[config.mk]
export PLATFORM = sky130hd
export DESIGN_NAME = agc_amp_control_registers
export DESIGN_NICKNAME = d
export VERILOG_FILES = /design/src/core/agc_regs_pkg.sv /design/src/core/agc_amp_control_registers.sv
export SDC_FILE = /design/constraint.sdc
export NUM_CORES = 1
export LEC_CHECK = 0
export ABC_AREA = 1
export BUFFER_PORTS_ARGS = -buffer_cell sky130_fd_sc_hd__buf_2
export CAP_MARGIN = 40
export CORE_MARGIN = 1.5
export CORE_UTILIZATION = 50
export DETAILED_ROUTE_END_ITERATION = 10
export PLACE_DENSITY = 0.71
export SLEW_MARGIN = 20
export SYNTH_ARGS = -nofsm -noshare
export SYNTH_HDL_FRONTEND = slang
export SYNTH_SLANG_ARGS = --single-unit
[constraint.sdc]
create_clock -name clk -period 5.5 [get_ports clk]
set_clock_uncertainty 0.15 [all_clocks]
set_input_delay 0.275 -clock clk [delete_from_list [all_inputs] [get_ports clk]]
set_output_delay 0.275 -clock clk [all_outputs]
set_load 0.01 [all_outputs]
[src/core/agc_regs_pkg.sv]
/*
 * Constants for the amplifier control register bank: serial addresses,
 * register map, reset values, writable masks and step timing.
 * Assumes a 25 MHz core clock; the serial interface is sampled in that clock.
 */
// Overview of operation
// - Answer serial address B0 write, B1 read
// - Registers one to seven reset to defaults
// - Addresses above seven: writes ignored, reads zero
// - Enable bit six makes amplifier channel active
// - Thermal shutdown overrides enable, resumes when cool
// - Soft shutdown bit five stops control, bias, oscillator
// - Short flag bit three latches until zero written
// - Thermal flag bit two deglitched, latched, write-zero clears
// - Noise gate bit zero, only if ratio not 1:1
// - Write pointer from first byte, then increments
// - Enable pin low resets registers and logic, not the pin samplers
// - Release interval is code times 0.0137 s
package agc_regs_pkg;

   // ----------------------------------------------------------------
   // serial addressing
   // ----------------------------------------------------------------
   localparam logic [7:0] DEV_ADDR_WR = 8'hB0;
   localparam logic [7:0] DEV_ADDR_RD = 8'hB1;

   // ----------------------------------------------------------------
   // register map
   // ----------------------------------------------------------------
   localparam logic [7:0] REG_FIRST          = 8'h01;
   localparam logic [7:0] REG_LAST           = 8'h07;
   localparam int         NUM_REGS           = 7;
   localparam logic [7:0] ADDR_FUNC_CTRL     = 8'h01;
   localparam logic [7:0] ADDR_ATTACK        = 8'h02;
   localparam logic [7:0] ADDR_RELEASE       = 8'h03;
   localparam logic [7:0] ADDR_HOLD          = 8'h04;
   localparam logic [7:0] ADDR_FIXED_GAIN    = 8'h05;
   localparam logic [7:0] ADDR_LIMITER_GATE  = 8'h06;
   localparam logic [7:0] ADDR_MAXGAIN_RATIO = 8'h07;

   // reset values, index 0 is register 1
   localparam logic [7:0] REG_DEFAULT [NUM_REGS] =
      '{8'hC3, 8'h05, 8'h0B, 8'h00, 8'h06, 8'h3A, 8'hC2};
   // bits a host write may change; flags handled separately
   localparam logic [7:0] REG_WMASK [NUM_REGS] =
      '{8'h61, 8'h3F, 8'h3F, 8'h3F, 8'h3F, 8'hFF, 8'hF3};

   // function control fields
   localparam int BIT_AMP_EN        = 6;
   localparam int BIT_SOFT_SHUTDOWN = 5;
   localparam int BIT_SHORT_FLAG    = 3;
   localparam int BIT_THERMAL_FLAG  = 2;
   localparam int BIT_NOISE_GATE_ON = 0;
   localparam int CODE_MSB          = 5;
   localparam logic [1:0] RATIO_ONE_TO_ONE = 2'h0;

   // ----------------------------------------------------------------
   // timing
   // ----------------------------------------------------------------
   localparam real CLK_MHZ         = 25.0;
   localparam real ATTACK_STEP_MS  = 0.1067;
   localparam real RELEASE_STEP_S  = 0.0137;
   localparam int  ATTACK_UNIT_CYC = int'($ceil(ATTACK_STEP_MS * 1000.0 * CLK_MHZ));
   localparam int  RELEASE_UNIT_CYC = int'($ceil(RELEASE_STEP_S * 1000000.0 * CLK_MHZ));
   localparam int  THERM_DEGLITCH_CYC = 16;
   localparam int  UNIT_CNT_W      = 20;

endpackage

[src/core/agc_amp_control_registers.sv]
/*
 * Control and status register bank with its serial slave.
 * Assumes scl/sda inputs already synchronous to clk, an external
 * open-drain pad resolving sdaOut/sdaOe, and analog-side fault inputs.
 */
`timescale 1ns/1ps
`default_nettype none
module agc_amp_control_registers
   import agc_regs_pkg::*;
#(
   parameter int RELEASE_UNIT = RELEASE_UNIT_CYC,
   parameter int ATTACK_UNIT  = ATTACK_UNIT_CYC,
   parameter int DEGLITCH     = THERM_DEGLITCH_CYC
) (
   // clock and reset
   input  wire logic       clk,
   input  wire logic       rst_n,
   input  wire logic       hwEnable,
   // serial pins
   input  wire logic       scl,
   input  wire logic       sdaIn,
   output logic            sdaOut,
   output logic            sdaOe,
   // analog status
   input  wire logic       shortDetect,
   input  wire logic       overTemp,
   // control outputs
   output logic            ampActive,
   output logic            coreRun,
   output logic            noiseGateActive,
   output logic [5:0]      attackStepCode,
   output logic [5:0]      releaseStepCode,
   output logic [5:0]      holdCode,
   output logic [5:0]      presetGainCode,
   output logic [7:0]      limiterGateCfg,
   output logic [7:0]      maxGainRatioCfg,
   output logic            attackTick,
   output logic            releaseTick
);

   // ----------------------------------------------------------------
   // reset and pin sampling
   // ----------------------------------------------------------------
   logic       clear;
   logic       sclPrev_r;
   logic       sdaPrev_r;
   logic       sclRise;
   logic       sclFall;
   logic       startCond;
   logic       stopCond;

   assign clear = !rst_n || !hwEnable;

   always_ff @(posedge clk) begin
      if (!rst_n) begin
         sclPrev_r <= 1'b1;
         sdaPrev_r <= 1'b1;
      end else begin
         sclPrev_r <= scl;
         sdaPrev_r <= sdaIn;
      end
   end

   assign sclRise   = scl && !sclPrev_r;
   assign sclFall   = !scl && sclPrev_r;
   assign startCond = scl && sclPrev_r && sdaPrev_r && !sdaIn;
   assign stopCond  = scl && sclPrev_r && !sdaPrev_r && sdaIn;

   // ----------------------------------------------------------------
   // serial slave
   // ----------------------------------------------------------------
   typedef enum logic [2:0] {
      ST_IDLE, ST_ADDR, ST_REG, ST_WDATA, ST_ACK, ST_RDATA, ST_RACK
   } slave_e;

   slave_e     state_r;
   slave_e     ackNext_r;
   logic [3:0] bitCnt_r;
   logic [7:0] shift_r;
   logic [7:0] ptr_r;
   logic [7:0] tx_r;
   logic       sdaDrive_r;
   logic       wrStb;
   logic [7:0] wrData;
   logic [7:0] rdData;
   logic [7:0] rxByte;
   logic [7:0] regFile [NUM_REGS];
   logic       shortFlag_r;
   logic       thermFlag_r;

   assign rxByte = {shift_r[6:0], sdaIn};

   // read mux; test space and address zero read as zero
   always_comb begin
      rdData = 8'h00;
      if (ptr_r >= REG_FIRST && ptr_r <= REG_LAST) begin
         rdData = regFile[3'(ptr_r - REG_FIRST)];
      end
      if (ptr_r == ADDR_FUNC_CTRL) begin
         rdData[BIT_SHORT_FLAG]   = shortFlag_r;
         rdData[BIT_THERMAL_FLAG] = thermFlag_r;
      end
   end

   always_ff @(posedge clk) begin
      if (clear) begin
         state_r    <= ST_IDLE;
         ackNext_r  <= ST_IDLE;
         bitCnt_r   <= 4'h0;
         shift_r    <= 8'h00;
         ptr_r      <= 8'h00;
         tx_r       <= 8'h00;
         sdaDrive_r <= 1'b0;
      end else if (startCond) begin
         // repeated start keeps the pointer for the read phase
         state_r    <= ST_ADDR;
         bitCnt_r   <= 4'h0;
         sdaDrive_r <= 1'b0;
      end else if (stopCond) begin
         state_r    <= ST_IDLE;
         sdaDrive_r <= 1'b0;
      end else begin
         case (state_r)
            ST_IDLE: begin
            end
            ST_ADDR, ST_REG, ST_WDATA: begin
               if (sclRise && bitCnt_r < 4'h8) begin
                  shift_r  <= rxByte;
                  bitCnt_r <= bitCnt_r + 4'h1;
               end else if (sclFall && bitCnt_r == 4'h8) begin
                  bitCnt_r <= 4'h0;
                  if (state_r == ST_ADDR) begin
                     if (shift_r == DEV_ADDR_WR) begin
                        sdaDrive_r <= 1'b1;
                        ackNext_r  <= ST_REG;
                        state_r    <= ST_ACK;
                     end else if (shift_r == DEV_ADDR_RD) begin
                        sdaDrive_r <= 1'b1;
                        tx_r       <= rdData;
                        ackNext_r  <= ST_RDATA;
                        state_r    <= ST_ACK;
                     end else begin
                        state_r <= ST_IDLE;
                     end
                  end else begin
                     if (state_r == ST_REG) begin
                        ptr_r <= shift_r;
                     end else begin
                        ptr_r <= ptr_r + 8'h01;
                     end
                     sdaDrive_r <= 1'b1;
                     ackNext_r  <= ST_WDATA;
                     state_r    <= ST_ACK;
                  end
               end
            end
            ST_ACK: begin
               if (sclFall) begin
                  state_r  <= ackNext_r;
                  bitCnt_r <= 4'h0;
                  // pointer has already moved at the ack rise, so fetch live
                  if (ackNext_r == ST_RDATA) begin
                     tx_r       <= rdData;
                     sdaDrive_r <= !rdData[7];
                  end else begin
                     sdaDrive_r <= 1'b0;
                  end
               end
            end
            ST_RDATA: begin
               if (sclFall) begin
                  if (bitCnt_r == 4'h7) begin
                     sdaDrive_r <= 1'b0;
                     state_r    <= ST_RACK;
                  end else begin
                     sdaDrive_r <= !tx_r[6];
                     tx_r       <= {tx_r[6:0], 1'b0};
                     bitCnt_r   <= bitCnt_r + 4'h1;
                  end
               end
            end
            ST_RACK: begin
               if (sclRise) begin
                  if (sdaIn) begin
                     state_r <= ST_IDLE;
                  end else begin
                     ptr_r   <= ptr_r + 8'h01;
                     state_r <= ST_ACK;
                     ackNext_r <= ST_RDATA;
                  end
               end
            end
            default: begin
               state_r <= ST_IDLE;
            end
         endcase
      end
   end

   // data byte committed at its eighth falling edge, before the pointer moves
   assign wrStb  = !clear && !startCond && !stopCond && state_r == ST_WDATA
                   && sclFall && bitCnt_r == 4'h8;
   assign wrData = shift_r;
   assign sdaOut = 1'b0;
   assign sdaOe  = sdaDrive_r;

   // ----------------------------------------------------------------
   // register storage
   // ----------------------------------------------------------------
   generate
      for (genvar i = 0; i < NUM_REGS; i++) begin : g_reg
         always_ff @(posedge clk) begin
            if (clear) begin
               regFile[i] <= REG_DEFAULT[i];
            end else if (wrStb && ptr_r == REG_FIRST + 8'(i)) begin
               // fixed bits keep their reset value
               regFile[i] <= (REG_DEFAULT[i] & ~REG_WMASK[i])
                             | (wrData & REG_WMASK[i]);
            end
         end
      end
   endgenerate

   // ----------------------------------------------------------------
   // latched fault flags
   // ----------------------------------------------------------------
   logic       funcWr;
   logic [4:0] deglitch_r;
   logic       thermStable;

   assign funcWr = wrStb && ptr_r == ADDR_FUNC_CTRL;

   // overtemp must persist before it counts, so noise cannot trip it
   always_ff @(posedge clk) begin
      if (clear || !overTemp) begin
         deglitch_r <= 5'h00;
      end else if (!thermStable) begin
         deglitch_r <= deglitch_r + 5'h01;
      end
   end
   assign thermStable = deglitch_r >= 5'(DEGLITCH);

   // detection wins over a clear in the same cycle
   always_ff @(posedge clk) begin
      if (clear) begin
         shortFlag_r <= 1'b0;
      end else if (shortDetect) begin
         shortFlag_r <= 1'b1;
      end else if (funcWr && !wrData[BIT_SHORT_FLAG]) begin
         shortFlag_r <= 1'b0;
      end
   end

   always_ff @(posedge clk) begin
      if (clear) begin
         thermFlag_r <= 1'b0;
      end else if (thermStable) begin
         thermFlag_r <= 1'b1;
      end else if (funcWr && !wrData[BIT_THERMAL_FLAG]) begin
         thermFlag_r <= 1'b0;
      end
   end

   // ----------------------------------------------------------------
   // control outputs
   // ----------------------------------------------------------------
   logic [7:0] funcReg;
   assign funcReg = regFile[0];

   always_ff @(posedge clk) begin
      if (clear) begin
         ampActive       <= 1'b0;
         coreRun         <= 1'b0;
         noiseGateActive <= 1'b0;
      end else begin
         // the live condition gates, not the latched flag
         ampActive <= funcReg[BIT_AMP_EN] && !thermStable
                      && !funcReg[BIT_SOFT_SHUTDOWN];
         coreRun   <= !funcReg[BIT_SOFT_SHUTDOWN];
         noiseGateActive <= funcReg[BIT_NOISE_GATE_ON]
                            && regFile[6][1:0] != RATIO_ONE_TO_ONE;
      end
   end

   assign attackStepCode  = regFile[1][CODE_MSB:0];
   assign releaseStepCode = regFile[2][CODE_MSB:0];
   assign holdCode        = regFile[3][CODE_MSB:0];
   assign presetGainCode  = regFile[4][CODE_MSB:0];
   assign limiterGateCfg  = regFile[5];
   assign maxGainRatioCfg = regFile[6];

   // ----------------------------------------------------------------
   // gain step interval timers: tick every code * unit cycles
   // ----------------------------------------------------------------
   logic [1:0] tick_r;

   generate
      for (genvar t = 0; t < 2; t++) begin : g_timer
         localparam int UNIT = (t == 0) ? ATTACK_UNIT : RELEASE_UNIT;
         logic [UNIT_CNT_W-1:0] unit_r;
         logic [5:0]            steps_r;
         logic [5:0]            code;
         logic                  unitDone;
         assign code     = (t == 0) ? attackStepCode : releaseStepCode;
         assign unitDone = unit_r == UNIT_CNT_W'(UNIT - 1);
         always_ff @(posedge clk) begin
            if (clear || !coreRun) begin
               unit_r  <= '0;
               steps_r <= 6'h00;
               tick_r[t] <= 1'b0;
            end else begin
               tick_r[t] <= 1'b0;
               unit_r    <= unitDone ? '0 : unit_r + 1'b1;
               if (unitDone) begin
                  // code zero behaves as one step
                  if (steps_r + 6'h01 >= code) begin
                     steps_r   <= 6'h00;
                     tick_r[t] <= 1'b1;
                  end else begin
                     steps_r <= steps_r + 6'h01;
                  end
               end
            end
         end
      end
   endgenerate

   assign attackTick  = tick_r[0];
   assign releaseTick = tick_r[1];

endmodule
`default_nettype wire

==> impl_metrics.yaml, run 1 <==
synthesis:
  syn-cell-area_um2: 7260
  synth_fa_ha_area_share_pct: 4.14
  synth_area_leader_cell: "dfxtp_1"
  synth-edff-count: 41
  synthFlopType: "dfxtp_1"
  ys_types: 37
  synth_common_cells: "nand2_1, nor2_1, inv_1"
  synthCells: 988
  synth_top_family_by_area: "simple AND/OR/NAND/NOR gates"
  yosysMostFrequentCell: "nand2_1"
  synth-async-reset-ratio_pct: 0
  ys_warn_count: 0
  synth_top_area_share_pct: 27.6
  synth-seq-area-share_pct: 44.6
  synth_xor_area_share_pct: 2.53
  muxShareOfSynthArea_pct: 0
  synth-simple-area-share_pct: 31.8
  synth_area_leaders: "dfxtp_1, edfxtp_1, nand2_1"
  synth_compound_area_share_pct: 9.42
  ys_ff_latch: 141
  post_synth.cell_area_avg_um2: 7.34
finish:
  multi_input_area_um2: 3490
  register_area_um2: 3230
  n_antenna_cell: 0
  nNetsFinal: 1075
  drive_gt1_share_pct: 10.2
  fillCellCount: 1309
  syn_to_final_growth_pct: 14.2
  final_core_util_pct: 59.0
  stdcell_count: 1237
timing:
  relSlewSlack_pct: 49.1
  period_needed_ps: 3000
  rsz0062_at_grt: "no"
  tns_ps: 0
  worst_pin_slew_ps: 761
  holdWs_ps: 37.6
  hold_viol: 0
  fmax_mhz: 334
  slew_violations: 0
  final-setup-viol-count: 0
  layout_worst_path_cycle_share_pct: 54.5
routing:
  routedWlPerCell_um: 14.9
  routed_wl_um: 18400
  drcViolationCount: 0
  ant_nets: 0
  viasPerCell: 5.37
  first_iter_violations: 640
  vias: 6646
  firstDrtPassIters: 6
critical_path:
  critPathKind: "in -> reg"
  critical_path_arrival_ps: 3180
  crit_chain: "dlygate4sd3_1 -> buf_2 -> nand2_1 -> inv_1 -> buf_4 -> nand2_1 -> nor2_1 -> inv_1 -> nor3_1"
  path_delay_family: "buffers and inverters"
  crit_required_ps: 5680
  cpMaxStageDelayCell: "nor2_1"
  path_buf_inv: 5
  critPathMaxFanout: 30
  worst_path_largest_cell_delay_ps: 630
  cp-end-kind: "register"
  start_kind: "input pin"
clock_tree:
  postCtsSetupBuffers: 0
  path_clk_slew_ps: 60
  cts_buffer_depth: 2
  cts_tree: "done"
  cts.sinks: 141
  numCtsBuffers: 17
  htree_levels: 4
  root_buffer: "clkbuf_16"
  clock_latency_ps: 420
power_and_ir_drop:
  power_leakage_nw: 3.44
  internal-power_w: 0.00182
  p_seq_share_pct: 47.2
  pwr-share-comb_pct: 3.6
  pwr-share-clk_pct: 49.1
  powerDensity_nw_per_um2: 283
  switchingPower_w: 0.000520
  p_sw_share_pct: 22.2
  vdd_drop_max_uv: 215
floorplanning:
  die_h_um: 123
  row_count: 43
  start_util_pct: 51.7
  die_area_um2: 15200
  die_w_um: 123
  core_area_um2: 14000
  pin_count: 54
hold_path:
  hp-class: "in -> reg"
placed_design:
  port_buffers: 50
  dp.cells: 1201
  place_congestion: 0.954
  hpwl_um: 13500
global_routing:
  grt_pass1_wl_um: 29800
  grt_pass1_vias: 6161
  grtUsageTotal_pct: 25.4
  gr-total-overflow: 0
  grt_max_degree: 31
  antenna_found_initial: 0
run:
  cap_violations: 0
status:
  outcome: "finished clean"
area by class of cell:
cell class	count	area share [%]
inverters	118	5.35
clock buffers	23	6.28
repair buffers	55	3.56
well taps	180	2.72
multi-input cells	711	42.1
flip-flops and latches	141	39.0
clock inverters	9	0.982
through the flow:
step | setup slack, ps | instance area (µm²) | total power [W]
4_1_cts | 2470 | 8280 | 0.00236
3_3_place_gp | 2680 | 7640 | 0.00121
3_5_place_dp | 2570 | 7640 | 0.00121
2_1_floorplan | 3480 | 7260 | 0.00117
6_report | 2500 | 8280 | 0.00234
5_1_grt | 2200 | 8280 | 0.00241
what timing repair did:
action	4_1_cts	5_1_grt
hold buffers	3	0
hold endpoints to repair	3	0
resized for setup	0	0
flip-flops by register name, indices dropped and copies added (netlist names), 3 cells and up:
name / count
regFile: 41
g_timer.unit_r: 40
g_timer.steps_r: 12
ptr_r: 8
shift_r: 8
tx_r: 7
deglitch_r: 5
bitCnt_r: 4
ackNext_r: 3
state_r: 3
worst register-to-register path, stage by stage, from the launching register on:
cell	delay [ps]
dfxtp_1	710
inv_2	210
ha_1	560
nand2_1	240
inv_2	150
a21oi_1	80
a21oi_1	150
nand2_1	80
nand2_1	70
nor2_1	40
nor2_1	110
metal layers:
layer | up-vias | share of wire [%] | global-route usage [%]
met5 | - | 0 | 0
met4 | 0 | 2.5 | 9.77
met3 | 35 | 5.8 | 6.13
met2 | 208 | 46 | 41.2
met1 | 3061 | 46 | 32.7
li1 | 3342 | - | -
placed cells by master (no fill, tap or decap), drive strengths merged:
cell type and n:
nand3 76, a31oi 3, nor3b 3, nand4 15, nand2 232, or2 4
a22oi 3, dlygate4sd3 3, o31ai 1, nor4 2, bufinv 1, conb 3
dfxtp 100, clkinvlp 3, nor3 40, and3 1, nand3b 6, clkbuf 23
buf 52, clkinv 9, o221ai 1, inv 114, xor2 13, o22ai 3
nor2 156, edfxtp 41, ha 24, xnor2 8, o21ai 49, o211ai 7
a21oi 61
cell families (layout without fill, tap and decap cells):
| kind of cell | after synthesis | after routing |
|---|---|---|
| adders and majority gates | 24 | 24 |
| buffers and inverters | 138 | 205 |
| xor gates and xnor gates | 21 | 21 |
| AOI/OAI and AO/OA | 128 | 128 |
| other | 1 | 3 |
| DFF | 141 | 141 |
| and+or+nand+nor | 535 | 535 |
power groups by stage:
| stage | combinational [W] | sequential, W | clock [W] |
|---|---|---|---|
| final | 0.0000849 | 0.00111 | 0.00115 |
| after floorplan | 0.0000445 | 0.00113 | 0 |
| after CTS | 0.0000843 | 0.00111 | 0.00116 |
| after global placement | 0.0000811 | 0.00113 | 0 |
| after detailed placement | 0.0000820 | 0.00113 | 0 |
| after global routing | 0.0000945 | 0.00111 | 0.00121 |
final timing paths:
path | from | cells after the start | endpoint | slack [ps]
setup reg to reg | ptr_r[0] | 10 | tx_r[6] | 2890
hold / removal | sdaIn | 3 | sdaPrev_r | 40
setup / recovery | rst_n | 9 | g_timer[1].unit_r[11] | 2500
hold reg to reg | g_timer[0].unit_r[0] | 1 | g_timer[0].unit_r[0] | 300
Power figures use the tool's default switching activity.
==> run 2: changes to the inputs <==
PLACE_DENSITY = 0.74   (was 0.71)
clock period = 2.5 ns   (was 5.5 ns; I/O delays follow)
==> run 2 against run 1 <==
Largest cell class unchanged. Sequential share of layout area decreased by 0.46 points. First-iteration DRC count increased by 9.2%. Final area grew 1.2%. Via count rose by 0.69%. Sequential power up 120%. Clock power is 120% higher. Final cell count up 1.1%. Combinational power grew 130%. Largest power group unchanged. Critical path depth increased by 2. Critical path type unchanged. Sequential cell count unchanged. Worst setup slack worse by 2300 ps.
==> impl_metrics.yaml, run 2 (same netlist as run 1, synthesis figures left out) <==
finish:
  layout_commonest_cell: "nand2_1"
  layout_common_cells: "nand2_1, nor2_1, inv_1, dfxtp_1, nand3_1"
  n_antenna_cell: 0
  regMostFlops: "regFile"
  final_cell_area_um2: 8380
  stdcell_count: 1251
  drive_gt1_share_pct: 11.5
  largest_reg_flops: 41
  reg.largest.list: "regFile x41, g_timer.unit_r x40, g_timer.steps_r x12"
  syn_to_final_growth_pct: 15.5
  nNetsFinal: 1089
power_and_ir_drop:
  powerDensity_nw_per_um2: 610
  internal-power_w: 0.00390
  power_leakage_nw: 3.49
  p_sw_share_pct: 23.8
  pwr-share-comb_pct: 3.9
  switchingPower_w: 0.00122
  p_seq_share_pct: 47.5
  vdd_drop_max_uv: 485
  power.total_w: 0.00512
  pwr-share-clk_pct: 48.7
critical_path:
  critPathKind: "in -> reg"
  cp-end-kind: "register"
  crit_required_ps: 2450
  start_kind: "input pin"
  critical_path_arrival_ps: 2270
  critPathMaxFanout: 7
clock_tree:
  path_clk_slew_ps: 60
  root_buffer: "clkbuf_16"
  cts.sinks: 141
  numCtsBuffers: 17
  postCtsSetupBuffers: 0
  cts_tree: "done"
  clock_latency_ps: 420
  htree_levels: 4
  cts_buffer_depth: 2
timing:
  slew_violations: 0
  hold_viol: 0
  layout_worst_path_cycle_share_pct: 92.7
  tns_ps: 0
  rsz0062_at_grt: "no"
  relSlewSlack_pct: 61.0
  period_needed_ps: 2320
  worst_pin_slew_ps: 584
  fmax_mhz: 432
  final-setup-viol-count: 0
  holdWs_ps: 45.0
routing:
  first_iter_violations: 699
  routed_wl_um: 18100
  ant_nets: 0
  drcViolationCount: 0
  viasPerCell: 5.35
  vias: 6692
  firstDrtPassIters: 6
  routedWlPerCell_um: 14.5
placed_design:
  place_area_um2: 7730
  dp.cells: 1213
  hpwl_um: 13400
  place_congestion: 0.954
  port_buffers: 50
floorplanning:
  core_area_um2: 14000
  die_w_um: 123
  die_area_um2: 15200
  start_util_pct: 51.7
  row_count: 43
  die_h_um: 123
  pin_count: 54
global_routing:
  grt_max_degree: 20
  grt_pass1_vias: 5998
  gr-total-overflow: 0
  antenna_found_initial: 0
  grt_pass1_wl_um: 28700
  grtUsageTotal_pct: 24.7
status:
  outcome: "finished clean"
run:
  cap_violations: 0
hold_path:
  hp-class: "in -> reg"
==> run 2: cell types whose count changed in the layout (fill, tap and decap cells not counted), sizes merged <==
cell / before / now
clkinv: 9 / 8
dlygate4sd3: 3 / 6
inv: 114 / 120
clkbuf: 23 / 18
buf: 52 / 63
==> run 2: worst paths after layout <==
| kind | slack (ps) | endpoint | start | cells after the start |
|---|---|---|---|---|
| hold / removal | 50 | tx_r[0] | hwEnable | 4 |
| setup reg to reg | 210 | g_timer[1].steps_r[1] | g_timer[1].steps_r[0] | 11 |
| hold reg to reg | 290 | g_timer[1].unit_r[0] | g_timer[1].unit_r[0] | 1 |
| setup / recovery | 180 | regFile[3][5] | scl | 11 |
==> run 2: cell type report <==
cell class | count | area, µm²
Clock inverter | 14 | 130
Sequential cell | 141 | 3230
Fill cell | 1312 | 5660
Timing Repair Buffer | 69 | 408
Inverter | 118 | 443
Clock buffer | 18 | 450
Tap cell | 180 | 225
Multi-Input combinational cell | 711 | 3490
==> run 2: metal layers <==
metal / up-vias / wire length, µm / GRT usage, %
li1: 3375 / - / -
met1: 3041 / 8320 / 33.6
met2: 245 / 8180 / 39.1
met3: 31 / 1340 / 6.32
met4: 0 / 279 / 7.11
met5: - / 0 / 0
==> run 2: timing repair <==
item / CTS / global route
setup endpoints to repair: 0 / 21
hold buffers: 6 / 0
gates resized for setup: 0 / 3
hold endpoints to repair: 11 / 0
==> run 2: power groups by stage <==
stage	Combinational [W]	Sequential, W	Clock (W)
finish	0.000198	0.00243	0.00249
global route	0.000220	0.00243	0.00262
CTS	0.000198	0.00243	0.00252
detailed placement	0.000190	0.00248	0
global placement	0.000186	0.00248	0
floorplan	0.0000979	0.00248	0
==> run 2: through the flow <==
stage	util (%)	setup slack, ps
finish	59.7	183
global route	59.7	24.3
CTS	59.6	109
detailed placement	55.1	157
global placement	55.1	217
floorplan	-	484
==> run 2: critical path, stage by stage <==
cell and delay (ps):
dlygate4sd3_1 540, buf_2 140, nand2_1 70, nor2_1 60, nor2_1 290, nand2_1 170, inv_1 140, nand2_1 90
nor3_2 170, nand3_2 200, nand2_1 270
